--- src/lfdc_params.svh ---
`ifndef LFDC_PARAMS_SVH
`define LFDC_PARAMS_SVH
// controller clock, kHz
`define LFDC_CLK_KHZ         25000
// mode pin band codes from the sixths comparator ladder (count of sixths exceeded)
`define LFDC_BAND_W          3
// maximum switching frequencies, kHz
`define LFDC_FMAX_LO_50_KHZ  50
`define LFDC_FMAX_LO_60_KHZ  60
`define LFDC_FMAX_HI_50_KHZ  100
`define LFDC_FMAX_HI_60_KHZ  120
// minimum period in clock cycles, rounded up
`define LFDC_PER_CYC(f)      ((`LFDC_CLK_KHZ + (f) - 1) / (f))
// timing figures in ns and derived cycles
`define LFDC_LEB_MIN_NS      300
`define LFDC_LEB_MAX_NS      600
`define LFDC_DEMAG_BLANK_NS  1000
`define LFDC_SHORT_DET_NS    10000
`define LFDC_TON_HIGH_NS     16700
`define LFDC_NS_CYC_UP(t)    (((t) * 25 + 999) / 1000)
`define LFDC_NS_CYC_DN(t)    (((t) * 25) / 1000)
// peak setpoint width, reset value and limits
`define LFDC_IPK_W           8
`define LFDC_IPK_RST         8'h0080
`define LFDC_IPK_MIN         8'h0010
`define LFDC_IPK_MAX         8'h00FF
// derating span: 25 percent of target at thermal low level
`define LFDC_DERATE_PCT      25
`endif

--- src/lfdc_pkg.sv ---
package lfdc_pkg;
   typedef enum logic [4:0]
   {
      LFDC_OFF     = 5'b0_0001,
      LFDC_RUN     = 5'b0_0010,
      LFDC_STANDBY = 5'b0_0100,
      LFDC_LATCHED = 5'b0_1000,
      LFDC_SHUT    = 5'b1_0000
   } lfdc_sup_t;
   typedef enum logic [3:0]
   {
      LFDC_IDLE  = 4'b0001,
      LFDC_ON    = 4'b0010,
      LFDC_DEMAG = 4'b0100,
      LFDC_WAIT  = 4'b1000
   } lfdc_sw_t;
endpackage

--- src/lfdc_ctrl.sv ---
`timescale 1ns/10ps
`include "lfdc_params.svh"

// Functional notes
// mode band in sixths of supply picks behaviour and fmax; middle two bands (2 and 3) idle.
// switching frequency capped at one of two maxima, each per mains rate.
// mode parameters follow detected 50 Hz or 60 Hz mains.
// average LED current per half mains cycle compared with reference.
// peak setpoint updated once per half mains cycle toward reference.
// leading-edge blanking adapts automatically against switch-on transients.
// end of demagnetisation and valleys found by dV/dt; turn on at valley.
// demagnetisation detector ignored for a blanking time at stroke start.
// no new cycle before demagnetisation ended; boundary conduction forced.
// in boundary conduction raise peak setpoint first, then stroke time.
// switching begins only after supply exceeds start-up level.
// supply below lockout stops switching and resets control state.
// after blanking, switch off when source sense reaches peak threshold.
// thermal above high level gives full LED current.
// between thermal levels LED target derates linearly by 25 percent.
// thermal below low level enters standby with zero current.
// standby ends only when thermal rises above high level.
// winding fault after blanking stops switching until power-on reset.
// long secondary stroke with short on-time in one mains wave shuts down.
// supply overvoltage (open LED) shuts down until power-on reset.
// all comparator flags pass two flip-flop stages before use.
module lfdc_ctrl
#(
   parameter int unsigned IPK_W = `LFDC_IPK_W
)
(
   input  wire logic             ref_clk_in,
   input  wire logic             nrst_in,
   input  wire logic [2:0]       mode_band_in,       // sixths exceeded, 0..5
   input  wire logic             mains_60hz_in,
   input  wire logic             mains_zero_in,      // half-cycle boundary
   input  wire logic             supply_start_in,
   input  wire logic             supply_lockout_in,
   input  wire logic             supply_ovp_in,
   input  wire logic             peak_current_in,
   input  wire logic             winding_fault_in,
   input  wire logic             demag_end_in,
   input  wire logic             valley_in,
   input  wire logic             thermal_high_in,    // above high level
   input  wire logic             thermal_low_in,     // above low level
   input  wire logic             led_above_ref_in,   // avg above reference
   input  wire logic [6:0]       thermal_frac_in,    // 0..100 position in band
   output logic                  switch_on_out,
   output logic [IPK_W-1:0]      peak_setpoint_out,
   output logic                  low_ripple_out,
   output logic                  fmax_high_out,
   output logic                  standby_out,
   output logic                  fault_out,
   output logic [6:0]            led_target_pct_out
);
   if (IPK_W < 4 || IPK_W > 16)
   begin : g_ipk_w_bad
      $error("lfdc_ctrl: IPK_W out of range");
   end

   localparam int LEB_MIN   = `LFDC_NS_CYC_UP(`LFDC_LEB_MIN_NS);
   localparam int LEB_MAX   = `LFDC_NS_CYC_UP(`LFDC_LEB_MAX_NS);
   localparam int DBLANK    = `LFDC_NS_CYC_UP(`LFDC_DEMAG_BLANK_NS);
   localparam int SHORT_T   = `LFDC_NS_CYC_UP(`LFDC_SHORT_DET_NS);
   localparam int TON_HIGH  = `LFDC_NS_CYC_DN(`LFDC_TON_HIGH_NS);
   localparam int P_LO50    = `LFDC_PER_CYC(`LFDC_FMAX_LO_50_KHZ);
   localparam int P_LO60    = `LFDC_PER_CYC(`LFDC_FMAX_LO_60_KHZ);
   localparam int P_HI50    = `LFDC_PER_CYC(`LFDC_FMAX_HI_50_KHZ);
   localparam int P_HI60    = `LFDC_PER_CYC(`LFDC_FMAX_HI_60_KHZ);

   ////////////////////////////////////////////////////////////////////////////
   // synchronised flags
   logic [20:0] raw;
   logic [20:0] syn;
   logic [6:0]  frac;                        // multi-bit: source must hold still while it settles
   logic [2:0]  band;
   logic        m60, mzero, s_start, s_lock, s_ovp, pk, wf, dm, vl, th_hi, th_lo;

   assign raw = {thermal_frac_in, mode_band_in, mains_60hz_in, mains_zero_in, supply_start_in, supply_lockout_in,
                 supply_ovp_in, peak_current_in, winding_fault_in, demag_end_in, valley_in,
                 thermal_high_in, thermal_low_in};
   lfdc_sync #(.WIDTH(21)) u_sync
   (
      .ref_clk_in (ref_clk_in),
      .nrst_in    (nrst_in),
      .async_in   (raw),
      .sync_out   (syn)
   );
   assign {frac, band, m60, mzero, s_start, s_lock, s_ovp, pk, wf, dm, vl, th_hi, th_lo} = syn;
   logic above_m;
   logic above_s;

   ////////////////////////////////////////////////////////////////////////////
   // supervisor state
   lfdc_pkg::lfdc_sup_t sup;
   lfdc_pkg::lfdc_sup_t next_sup;
   logic                mode_ok;
   logic                short_hit;
   logic                wf_hit;

   assign mode_ok = (band != 3'd2) && (band != 3'd3) && (band <= 3'd5);

   // latched faults beat everything; lockout resets control state
   always_comb
   begin
      next_sup = sup;
      case (sup)
         lfdc_pkg::LFDC_OFF:
            if (s_start && !s_lock)
               next_sup = lfdc_pkg::LFDC_RUN;
         lfdc_pkg::LFDC_RUN:
            if (!th_lo)
               next_sup = lfdc_pkg::LFDC_STANDBY;
         lfdc_pkg::LFDC_STANDBY:
            if (th_hi)
               next_sup = lfdc_pkg::LFDC_RUN;
         lfdc_pkg::LFDC_LATCHED,
         lfdc_pkg::LFDC_SHUT:
            next_sup = sup;
         default:
            next_sup = lfdc_pkg::LFDC_OFF;
      endcase
      if ((sup == lfdc_pkg::LFDC_RUN || sup == lfdc_pkg::LFDC_STANDBY) && s_lock)
         next_sup = lfdc_pkg::LFDC_OFF;
      if (sup != lfdc_pkg::LFDC_LATCHED && sup != lfdc_pkg::LFDC_SHUT)
      begin
         if (wf_hit)
            next_sup = lfdc_pkg::LFDC_LATCHED;
         else if (s_ovp || short_hit)
            next_sup = lfdc_pkg::LFDC_SHUT;
      end
   end

   always_ff @(posedge ref_clk_in)
   begin
      if (!nrst_in)
         sup <= lfdc_pkg::LFDC_OFF;
      else
         sup <= next_sup;
   end

   ////////////////////////////////////////////////////////////////////////////
   // switching cycle
   lfdc_pkg::lfdc_sw_t sw;
   lfdc_pkg::lfdc_sw_t next_sw;
   logic [15:0]        cnt, next_cnt;        // time in current stroke
   logic [15:0]        per, next_per;        // time since last turn-on
   logic [15:0]        ton, next_ton;        // last primary on-time
   logic [15:0]        leb, next_leb;        // adaptive blanking
   logic [15:0]        min_per;
   logic               bcm, next_bcm;        // valley in first wait cycle, after min period
   logic               sw_on, next_sw_on;
   logic               run;

   assign run = (sup == lfdc_pkg::LFDC_RUN) && mode_ok;
   assign wf_hit = (sw == lfdc_pkg::LFDC_ON) && (cnt >= leb) && wf;
   assign min_per = fmax_high_out ? (m60 ? 16'(P_HI60) : 16'(P_HI50))
                                  : (m60 ? 16'(P_LO60) : 16'(P_LO50));

   always_comb
   begin
      next_sw    = sw;
      next_cnt   = (cnt == 16'hFFFF) ? cnt : cnt + 16'h0001;
      next_per   = (per == 16'hFFFF) ? per : per + 16'h0001;
      next_ton   = ton;
      next_leb   = leb;
      next_bcm   = bcm;
      next_sw_on = 1'b0;
      case (sw)
         lfdc_pkg::LFDC_IDLE:
            if (run && per >= min_per)
            begin
               next_sw  = lfdc_pkg::LFDC_ON;
               next_cnt = 16'h0000;
               next_per = 16'h0000;
               next_sw_on = 1'b1;
            end
         lfdc_pkg::LFDC_ON:
         begin
            next_sw_on = 1'b1;
            // blanking grows if peak flag is already up at its end, shrinks otherwise
            if (cnt == leb)
               next_leb = pk ? ((leb < 16'(LEB_MAX)) ? leb + 16'h0001 : leb)
                             : ((leb > 16'(LEB_MIN)) ? leb - 16'h0001 : leb);
            if (cnt >= leb && (pk || cnt >= 16'(TON_HIGH)))
            begin
               next_sw    = lfdc_pkg::LFDC_DEMAG;
               next_ton   = cnt;
               next_cnt   = 16'h0000;
               next_sw_on = 1'b0;
            end
         end
         lfdc_pkg::LFDC_DEMAG:
            if (cnt >= 16'(DBLANK) && dm)
            begin
               next_sw  = lfdc_pkg::LFDC_WAIT;
               next_cnt = 16'h0000;
            end
         lfdc_pkg::LFDC_WAIT:
            if (vl)
            begin
               next_bcm = (per >= min_per) && (cnt == 16'h0000);
               if (run && per >= min_per)
               begin
                  next_sw    = lfdc_pkg::LFDC_ON;
                  next_cnt   = 16'h0000;
                  next_per   = 16'h0000;
                  next_sw_on = 1'b1;
               end
            end
            else if (!run)
               next_sw = lfdc_pkg::LFDC_IDLE;
         default:
            next_sw = lfdc_pkg::LFDC_IDLE;
      endcase
      if (!run || wf_hit)
      begin
         next_sw    = (sw == lfdc_pkg::LFDC_ON) ? lfdc_pkg::LFDC_DEMAG : next_sw;
         next_sw_on = 1'b0;
         if (sw == lfdc_pkg::LFDC_IDLE)
            next_sw = lfdc_pkg::LFDC_IDLE;
      end
   end

   always_ff @(posedge ref_clk_in)
   begin
      if (!nrst_in || sup == lfdc_pkg::LFDC_OFF)
      begin
         sw    <= lfdc_pkg::LFDC_IDLE;
         cnt   <= 16'h0000;
         per   <= 16'hFFFF;
         ton   <= 16'h0000;
         leb   <= 16'(LEB_MIN);
         bcm   <= 1'b0;
         sw_on <= 1'b0;
      end
      else
      begin
         sw    <= next_sw;
         cnt   <= next_cnt;
         per   <= next_per;
         ton   <= next_ton;
         leb   <= next_leb;
         bcm   <= next_bcm;
         sw_on <= next_sw_on;
      end
   end

   ////////////////////////////////////////////////////////////////////////////
   // half mains cycle regulation and short detection
   logic              mz_d, next_mz_d;
   logic              half_edge;
   logic              short_seen, next_short_seen;
   logic [IPK_W-1:0]  ipk, next_ipk;
   logic              low_ripple, next_low_ripple;
   logic              fmax_high, next_fmax_high;
   logic              standby, next_standby;
   logic              fault, next_fault;
   logic [6:0]        tgt, next_tgt;

   assign half_edge = mzero && !mz_d;
   assign short_hit = half_edge && short_seen;

   always_comb
   begin
      next_mz_d       = mzero;
      next_short_seen = short_seen;
      next_ipk        = ipk;
      // long secondary stroke while on-time stays short, within one half mains cycle
      if (sw == lfdc_pkg::LFDC_DEMAG && cnt > 16'(SHORT_T) && ton < 16'(TON_HIGH))
         next_short_seen = 1'b1;
      if (half_edge)
      begin
         next_short_seen = 1'b0;
         // bcm forces an increase even when the average is already above
         if ((!above_s || bcm) && ipk != (IPK_W)'(`LFDC_IPK_MAX))
            next_ipk = ipk + (IPK_W)'(1);
         else if (above_s && !bcm && ipk != (IPK_W)'(`LFDC_IPK_MIN))
            next_ipk = ipk - (IPK_W)'(1);
      end
      next_low_ripple = (band <= 3'd1);
      next_fmax_high  = (band == 3'd0) || (band == 3'd5);
      next_standby    = (sup == lfdc_pkg::LFDC_STANDBY);
      next_fault      = (sup == lfdc_pkg::LFDC_LATCHED) || (sup == lfdc_pkg::LFDC_SHUT);
      if (sup != lfdc_pkg::LFDC_RUN)
         next_tgt = 7'd0;
      else if (th_hi)
         next_tgt = 7'd100;
      else
         next_tgt = 7'(100 - `LFDC_DERATE_PCT) + 7'((14'(frac) * 14'(`LFDC_DERATE_PCT)) / 14'd100);
   end

   always_ff @(posedge ref_clk_in)
   begin
      if (!nrst_in || sup == lfdc_pkg::LFDC_OFF)
      begin
         mz_d       <= 1'b0;
         short_seen <= 1'b0;
         ipk        <= (IPK_W)'(`LFDC_IPK_RST);
      end
      else
      begin
         mz_d       <= next_mz_d;
         short_seen <= next_short_seen;
         ipk        <= next_ipk;
      end
   end

   always_ff @(posedge ref_clk_in)
   begin
      if (!nrst_in)
      begin
         above_m    <= 1'b0;
         above_s    <= 1'b0;
         low_ripple <= 1'b0;
         fmax_high  <= 1'b0;
         standby    <= 1'b0;
         fault      <= 1'b0;
         tgt        <= 7'd0;
      end
      else
      begin
         above_m    <= led_above_ref_in;
         above_s    <= above_m;
         low_ripple <= next_low_ripple;
         fmax_high  <= next_fmax_high;
         standby    <= next_standby;
         fault      <= next_fault;
         tgt        <= next_tgt;
      end
   end

   assign switch_on_out      = sw_on;
   assign peak_setpoint_out  = ipk;
   assign low_ripple_out     = low_ripple;
   assign fmax_high_out      = fmax_high;
   assign standby_out        = standby;
   assign fault_out          = fault;
   assign led_target_pct_out = tgt;
endmodule // lfdc_ctrl

--- src/lfdc_sync.sv ---
`timescale 1ns/10ps
// two-stage synchroniser per bit
module lfdc_sync
#(
   parameter int WIDTH = 8
)
(
   input  wire logic             ref_clk_in,
   input  wire logic             nrst_in,
   input  wire logic [WIDTH-1:0] async_in,
   output logic      [WIDTH-1:0] sync_out
);
   logic [WIDTH-1:0] meta;
   logic [WIDTH-1:0] next_meta;
   logic [WIDTH-1:0] next_sync;

   ////////////////////////////////////////////////////////////////////////////
   // first stage feeds only the second
   always_comb
   begin
      next_meta = async_in;
      next_sync = meta;
   end

   always_ff @(posedge ref_clk_in)
   begin
      if (!nrst_in)
      begin
         meta     <= '0;
         sync_out <= '0;
      end
      else
      begin
         meta     <= next_meta;
         sync_out <= next_sync;
      end
   end
endmodule // lfdc_sync

--- config.mk ---
export PLATFORM = sky130hd
export DESIGN_NAME = lfdc_ctrl
export DESIGN_NICKNAME = d
export VERILOG_FILES = /design/src/lfdc_pkg.sv /design/src/lfdc_ctrl.sv /design/src/lfdc_sync.sv
export VERILOG_INCLUDE_DIRS = /design/src /design/src/src
export SDC_FILE = /design/constraint.sdc
export NUM_CORES = 1
export LEC_CHECK = 0
export BUFFER_PORTS_ARGS = -buffer_cell sky130_fd_sc_hd__buf_4
export CORE_MARGIN = 4
export CORE_UTILIZATION = 55
export CTS_CLUSTER_DIAMETER = 60
export DETAILED_ROUTE_END_ITERATION = 7
export GPL_TIMING_DRIVEN = 0
export PLACE_DENSITY = 0.73
export SYNTH_ARGS = -nofsm -noshare
export SYNTH_HDL_FRONTEND = slang
export SYNTH_SLANG_ARGS = --single-unit
--- constraint.sdc ---
create_clock -name ref_clk_in -period 7.4 [get_ports ref_clk_in]
set_input_delay 1.11 -clock ref_clk_in [delete_from_list [all_inputs] [get_ports ref_clk_in]]
set_output_delay 1.11 -clock ref_clk_in [all_outputs]
set_load 0.02 [all_outputs]
==> results.md <==
- CTS root buffer: clkbuf_16
- Max Fclk: 158 MHz
- Final hold viol count: 0
- Row count: 44
- CP endpoint kind: flip-flop
- Pwr Density: 262 nW/um^2
- Initial antenna violation count: 0
- Worst Path Required: approximately 7.7 ns
- Hold_buf cts: 0
- Sequential area share after synthesis: 0.334
- Net load switching power: roughly 0.80 mW
- Final setup violating endpoints: 0
- Layout cells sized above 1: 0.0991
- Initial detailed-routing violation count: 523
- Dpl hpwl: 13.4 mm
- Hold WS: ~0.43 ns
- Ant diodes: 0
- Switch share: 0.320
- Async S/R FF share, synth: 0
- Leak: approximately 4.1 nW
- Inserted Clock Buffers: 17
- WS Path Type: flip-flop to flip-flop
- Worst Hold Class: flip-flop to flip-flop
- Skew final: approximately 0.011 ns
- Peak supply drop: 0.000180 V
- Top FF cell, synth: dfxtp_1
- CTS sink count: between 100 and 150
- Post-Syn Area per Cell: between 8 and 9 sq um
- I/O Buffers: 42
- Insertion delay to the later sink of the worst-skew pair: approximately 0.42 ns
- Outcome: complete, no violations
- CTS tree: yes
- Tmin final: 6.33 ns
- Reg2reg path depth: 24
- Setup Buffers After CTS: 0
- Count of cell types in the netlist: 81
- Post-synth EDFFs: 0
- Fill cell count: approximately 1.3k
- Area grow syn2layout: 13.6%
- Grt total ovfl: 0
- CTS Buffer Depth: 2
- Mapped Nets: 1073
- Post-Synthesis Cell Area: around 8400 sq um
- Worst Path Arrival: about 6.6 ns
- Worst setup SP type: flip-flop
- R2r startpoint: u_sync.sync_out[16]
- Worst Setup EP: led_target_pct_out[4]
- #FFs+latches synth: 140
- Final Slew Violations: 0
- Flop-to-flop setup slack: roughly 1.1 ns
- Residual DRC: 0
- Die area: 17300 sq um
- Worst R2R End: led_target_pct_out[4]
- Critical path fanouts, max: 10
- Routed Antenna Nets: 0
- Total Neg Setup Slack: 0 ns
- Gr usage total: 0.208
- Via count: roughly 7k
- Ys Warns: 0
- Max-cap viol count: 0
- Mapped Cells: about 970
- Inst Count DP: between 1k and 1.5k
- CP Launch Point: u_sync.sync_out[16]
- RSZ-0062 raised after global routing: false
- Period utilization: 0.855
- Final nets: around 1.1k
- First-pass DRT Iterations: 5
- Vias in the first global route: 6294
- RePlAce Congestion: between 0.8 and 0.9
- Slew @ Worst Pin: 0.809 ns
- Starting Density: 0.569
- Resized Gates After CTS: 0
- CTS H-tree depth: 4
- Clock share of power: 0.343
- Die Y: 132 microns
- First-pass GRT wire length: between 30 and 40 mm
- Post-Layout Cell Count: between 1k and 1.5k
- Clk slew on worst S/H paths: 0.06 ns
- FF/Latch Area: around 2800 sq um
- Largest net degree at the start of global routing: 17
- Multi-input gate area: about 5300 sq um
- Max_slew headroom: 0.461
- Final wirelength: about 18 mm
- Reg power frac: 0.337
- Pint: approximately 1.7 mW
- I/O pin count: 44
- DR WL/cell: roughly 15 microns
- Via/cell ratio: about 5.6
- Die X: about 130 microns
- Gate power share: 0.320
- Core area: roughly 15000 sq um
[registers in the layout (all words and copies together) (netlist names), 7 cells and up]
name and flops:
ton 16, peak_setpoint_out 8, led_target_pct_out 7, cnt 16, leb 16, per 16, u_sync.meta 21, u_sync.sync_out 21
[cells by family (layout without fill, tap and decap cells)]
| kind of cell | after synthesis | after routing | share of synthesized area |
|---|---|---|---|
| compound gates | 202 | 202 | 0.166 |
| flops | 140 | 140 | 0.334 |
| xor+xnor | 66 | 66 | 0.0720 |
| simple gates | 365 | 365 | 0.225 |
| buf+inv | 79 | 152 | 0.0386 |
| mux | 29 | 29 | 0.0352 |
| fa+ha+maj | 85 | 85 | 0.130 |
[area by class of cell]
cell class	instances	share of cell area
timing repair buffer	42	0.0331
clock inverter	12	0.0173
sequential	140	0.294
multi-input combinational	747	0.552
buffer	33	0.0159
clock buffer	19	0.0454
inverter	46	0.0181
tap	184	0.0241
[power groups by stage]
| stage | clock [mW] | sequential, mW | combinational [mW] |
|---|---|---|---|
| 2_1_floorplan | 0 | 0.846 | 0.665 |
| 3_3_place_gp | 0 | 0.855 | 0.785 |
| 3_5_place_dp | 0 | 0.855 | 0.792 |
| 4_1_cts | 0.873 | 0.840 | 0.799 |
| 5_1_grt | 0.905 | 0.847 | 0.906 |
| 6_report | 0.857 | 0.841 | 0.797 |
[routing by layer]
layer  track usage  part of all wire
met1         0.297              0.50
met2         0.321              0.45
met3        0.0440             0.044
met4        0.0531            0.0070
met5             0                 0
[worst max-delay path: stages, from the launching register on]
cell and delay (ns):
dfxtp_1 0.42, inv_1 0.07, ha_1 0.27, ha_1 0.30, ha_1 0.30, inv_1 0.06, fa_1 0.49, nor2b_2 0.26
o31a_1 0.29, xor2_1 0.27, nand4_1 0.28, o211ai_1 0.31, nand3_2 0.24, xor2_2 0.27, a21oi_4 0.34, mux2_4 0.38
a21oi_4 0.27, maj3_1 0.24, a21oi_1 0.08, o311ai_1 0.34, o21bai_1 0.11, ha_1 0.21, o21ai_0 0.20, xor2_1 0.17
nor2_1 0.05
[synth_stat cells (all sizes together), types with 9 or more instances]
master    n  share of area
clkbuf   24          0.011
and3      9         0.0067
and2     55          0.041
nand4    23          0.017
nor4     14          0.010
o21bai    9         0.0080
nor3     14         0.0083
o21ai    43          0.026
a21o     21          0.019
xnor2    35          0.039
nor2b    12         0.0092
nor2    112          0.050
inv      46          0.021
nand3    30          0.018
a21oi    61          0.039
or3      11         0.0088
ha       79           0.12
xor2     31          0.033
buf       9         0.0073
o21a     10         0.0091
dfxtp   140           0.33
nand2    47          0.021
mux2i    28          0.033
nand2b   10         0.0075
[worst min-delay path by stage]
stage                                    from                  end  cells after the start
after floorplan           u_sync.sync_out[13]       low_ripple_out                      1
after global placement        u_sync.meta[13]  u_sync.sync_out[13]                      1
after detailed placement       u_sync.meta[5]   u_sync.sync_out[5]                      1
after CTS                     u_sync.meta[18]  u_sync.sync_out[18]                      1
after global routing           u_sync.meta[0]   u_sync.sync_out[0]                      1
final                         u_sync.meta[18]  u_sync.sync_out[18]                      1
[stage by stage]
stage / utilization / instance area [sq um] / setup slack, ns / total power [mW]
after floorplan: - / 8400 / 1.73 / 1.51
after global placement: 0.606 / 8940 / 1.15 / 1.64
after detailed placement: 0.606 / 8940 / 1.13 / 1.65
after CTS: 0.647 / 9540 / 1.10 / 2.51
after global routing: 0.647 / 9540 / 0.594 / 2.66
final: 0.647 / 9540 / 1.07 / 2.49
[layout by cell type, fill, tap and decap left out, drive strengths merged, types with 21 or more instances in the layout]
| cell type | netlist | final |
|---|---|---|
| dfxtp | 140 | 140 |
| nor2 | 112 | 112 |
| ha | 79 | 79 |
| a21oi | 61 | 61 |
| and2 | 55 | 55 |
| buf | 9 | 51 |
| inv | 46 | 48 |
| nand2 | 47 | 47 |
| o21ai | 43 | 43 |
| clkbuf | 24 | 43 |
| xnor2 | 35 | 35 |
| xor2 | 31 | 31 |
| nand3 | 30 | 30 |
| mux2i | 28 | 28 |
| nand4 | 23 | 23 |
| a21o | 21 | 21 |
Power figures use the tool's default switching activity.
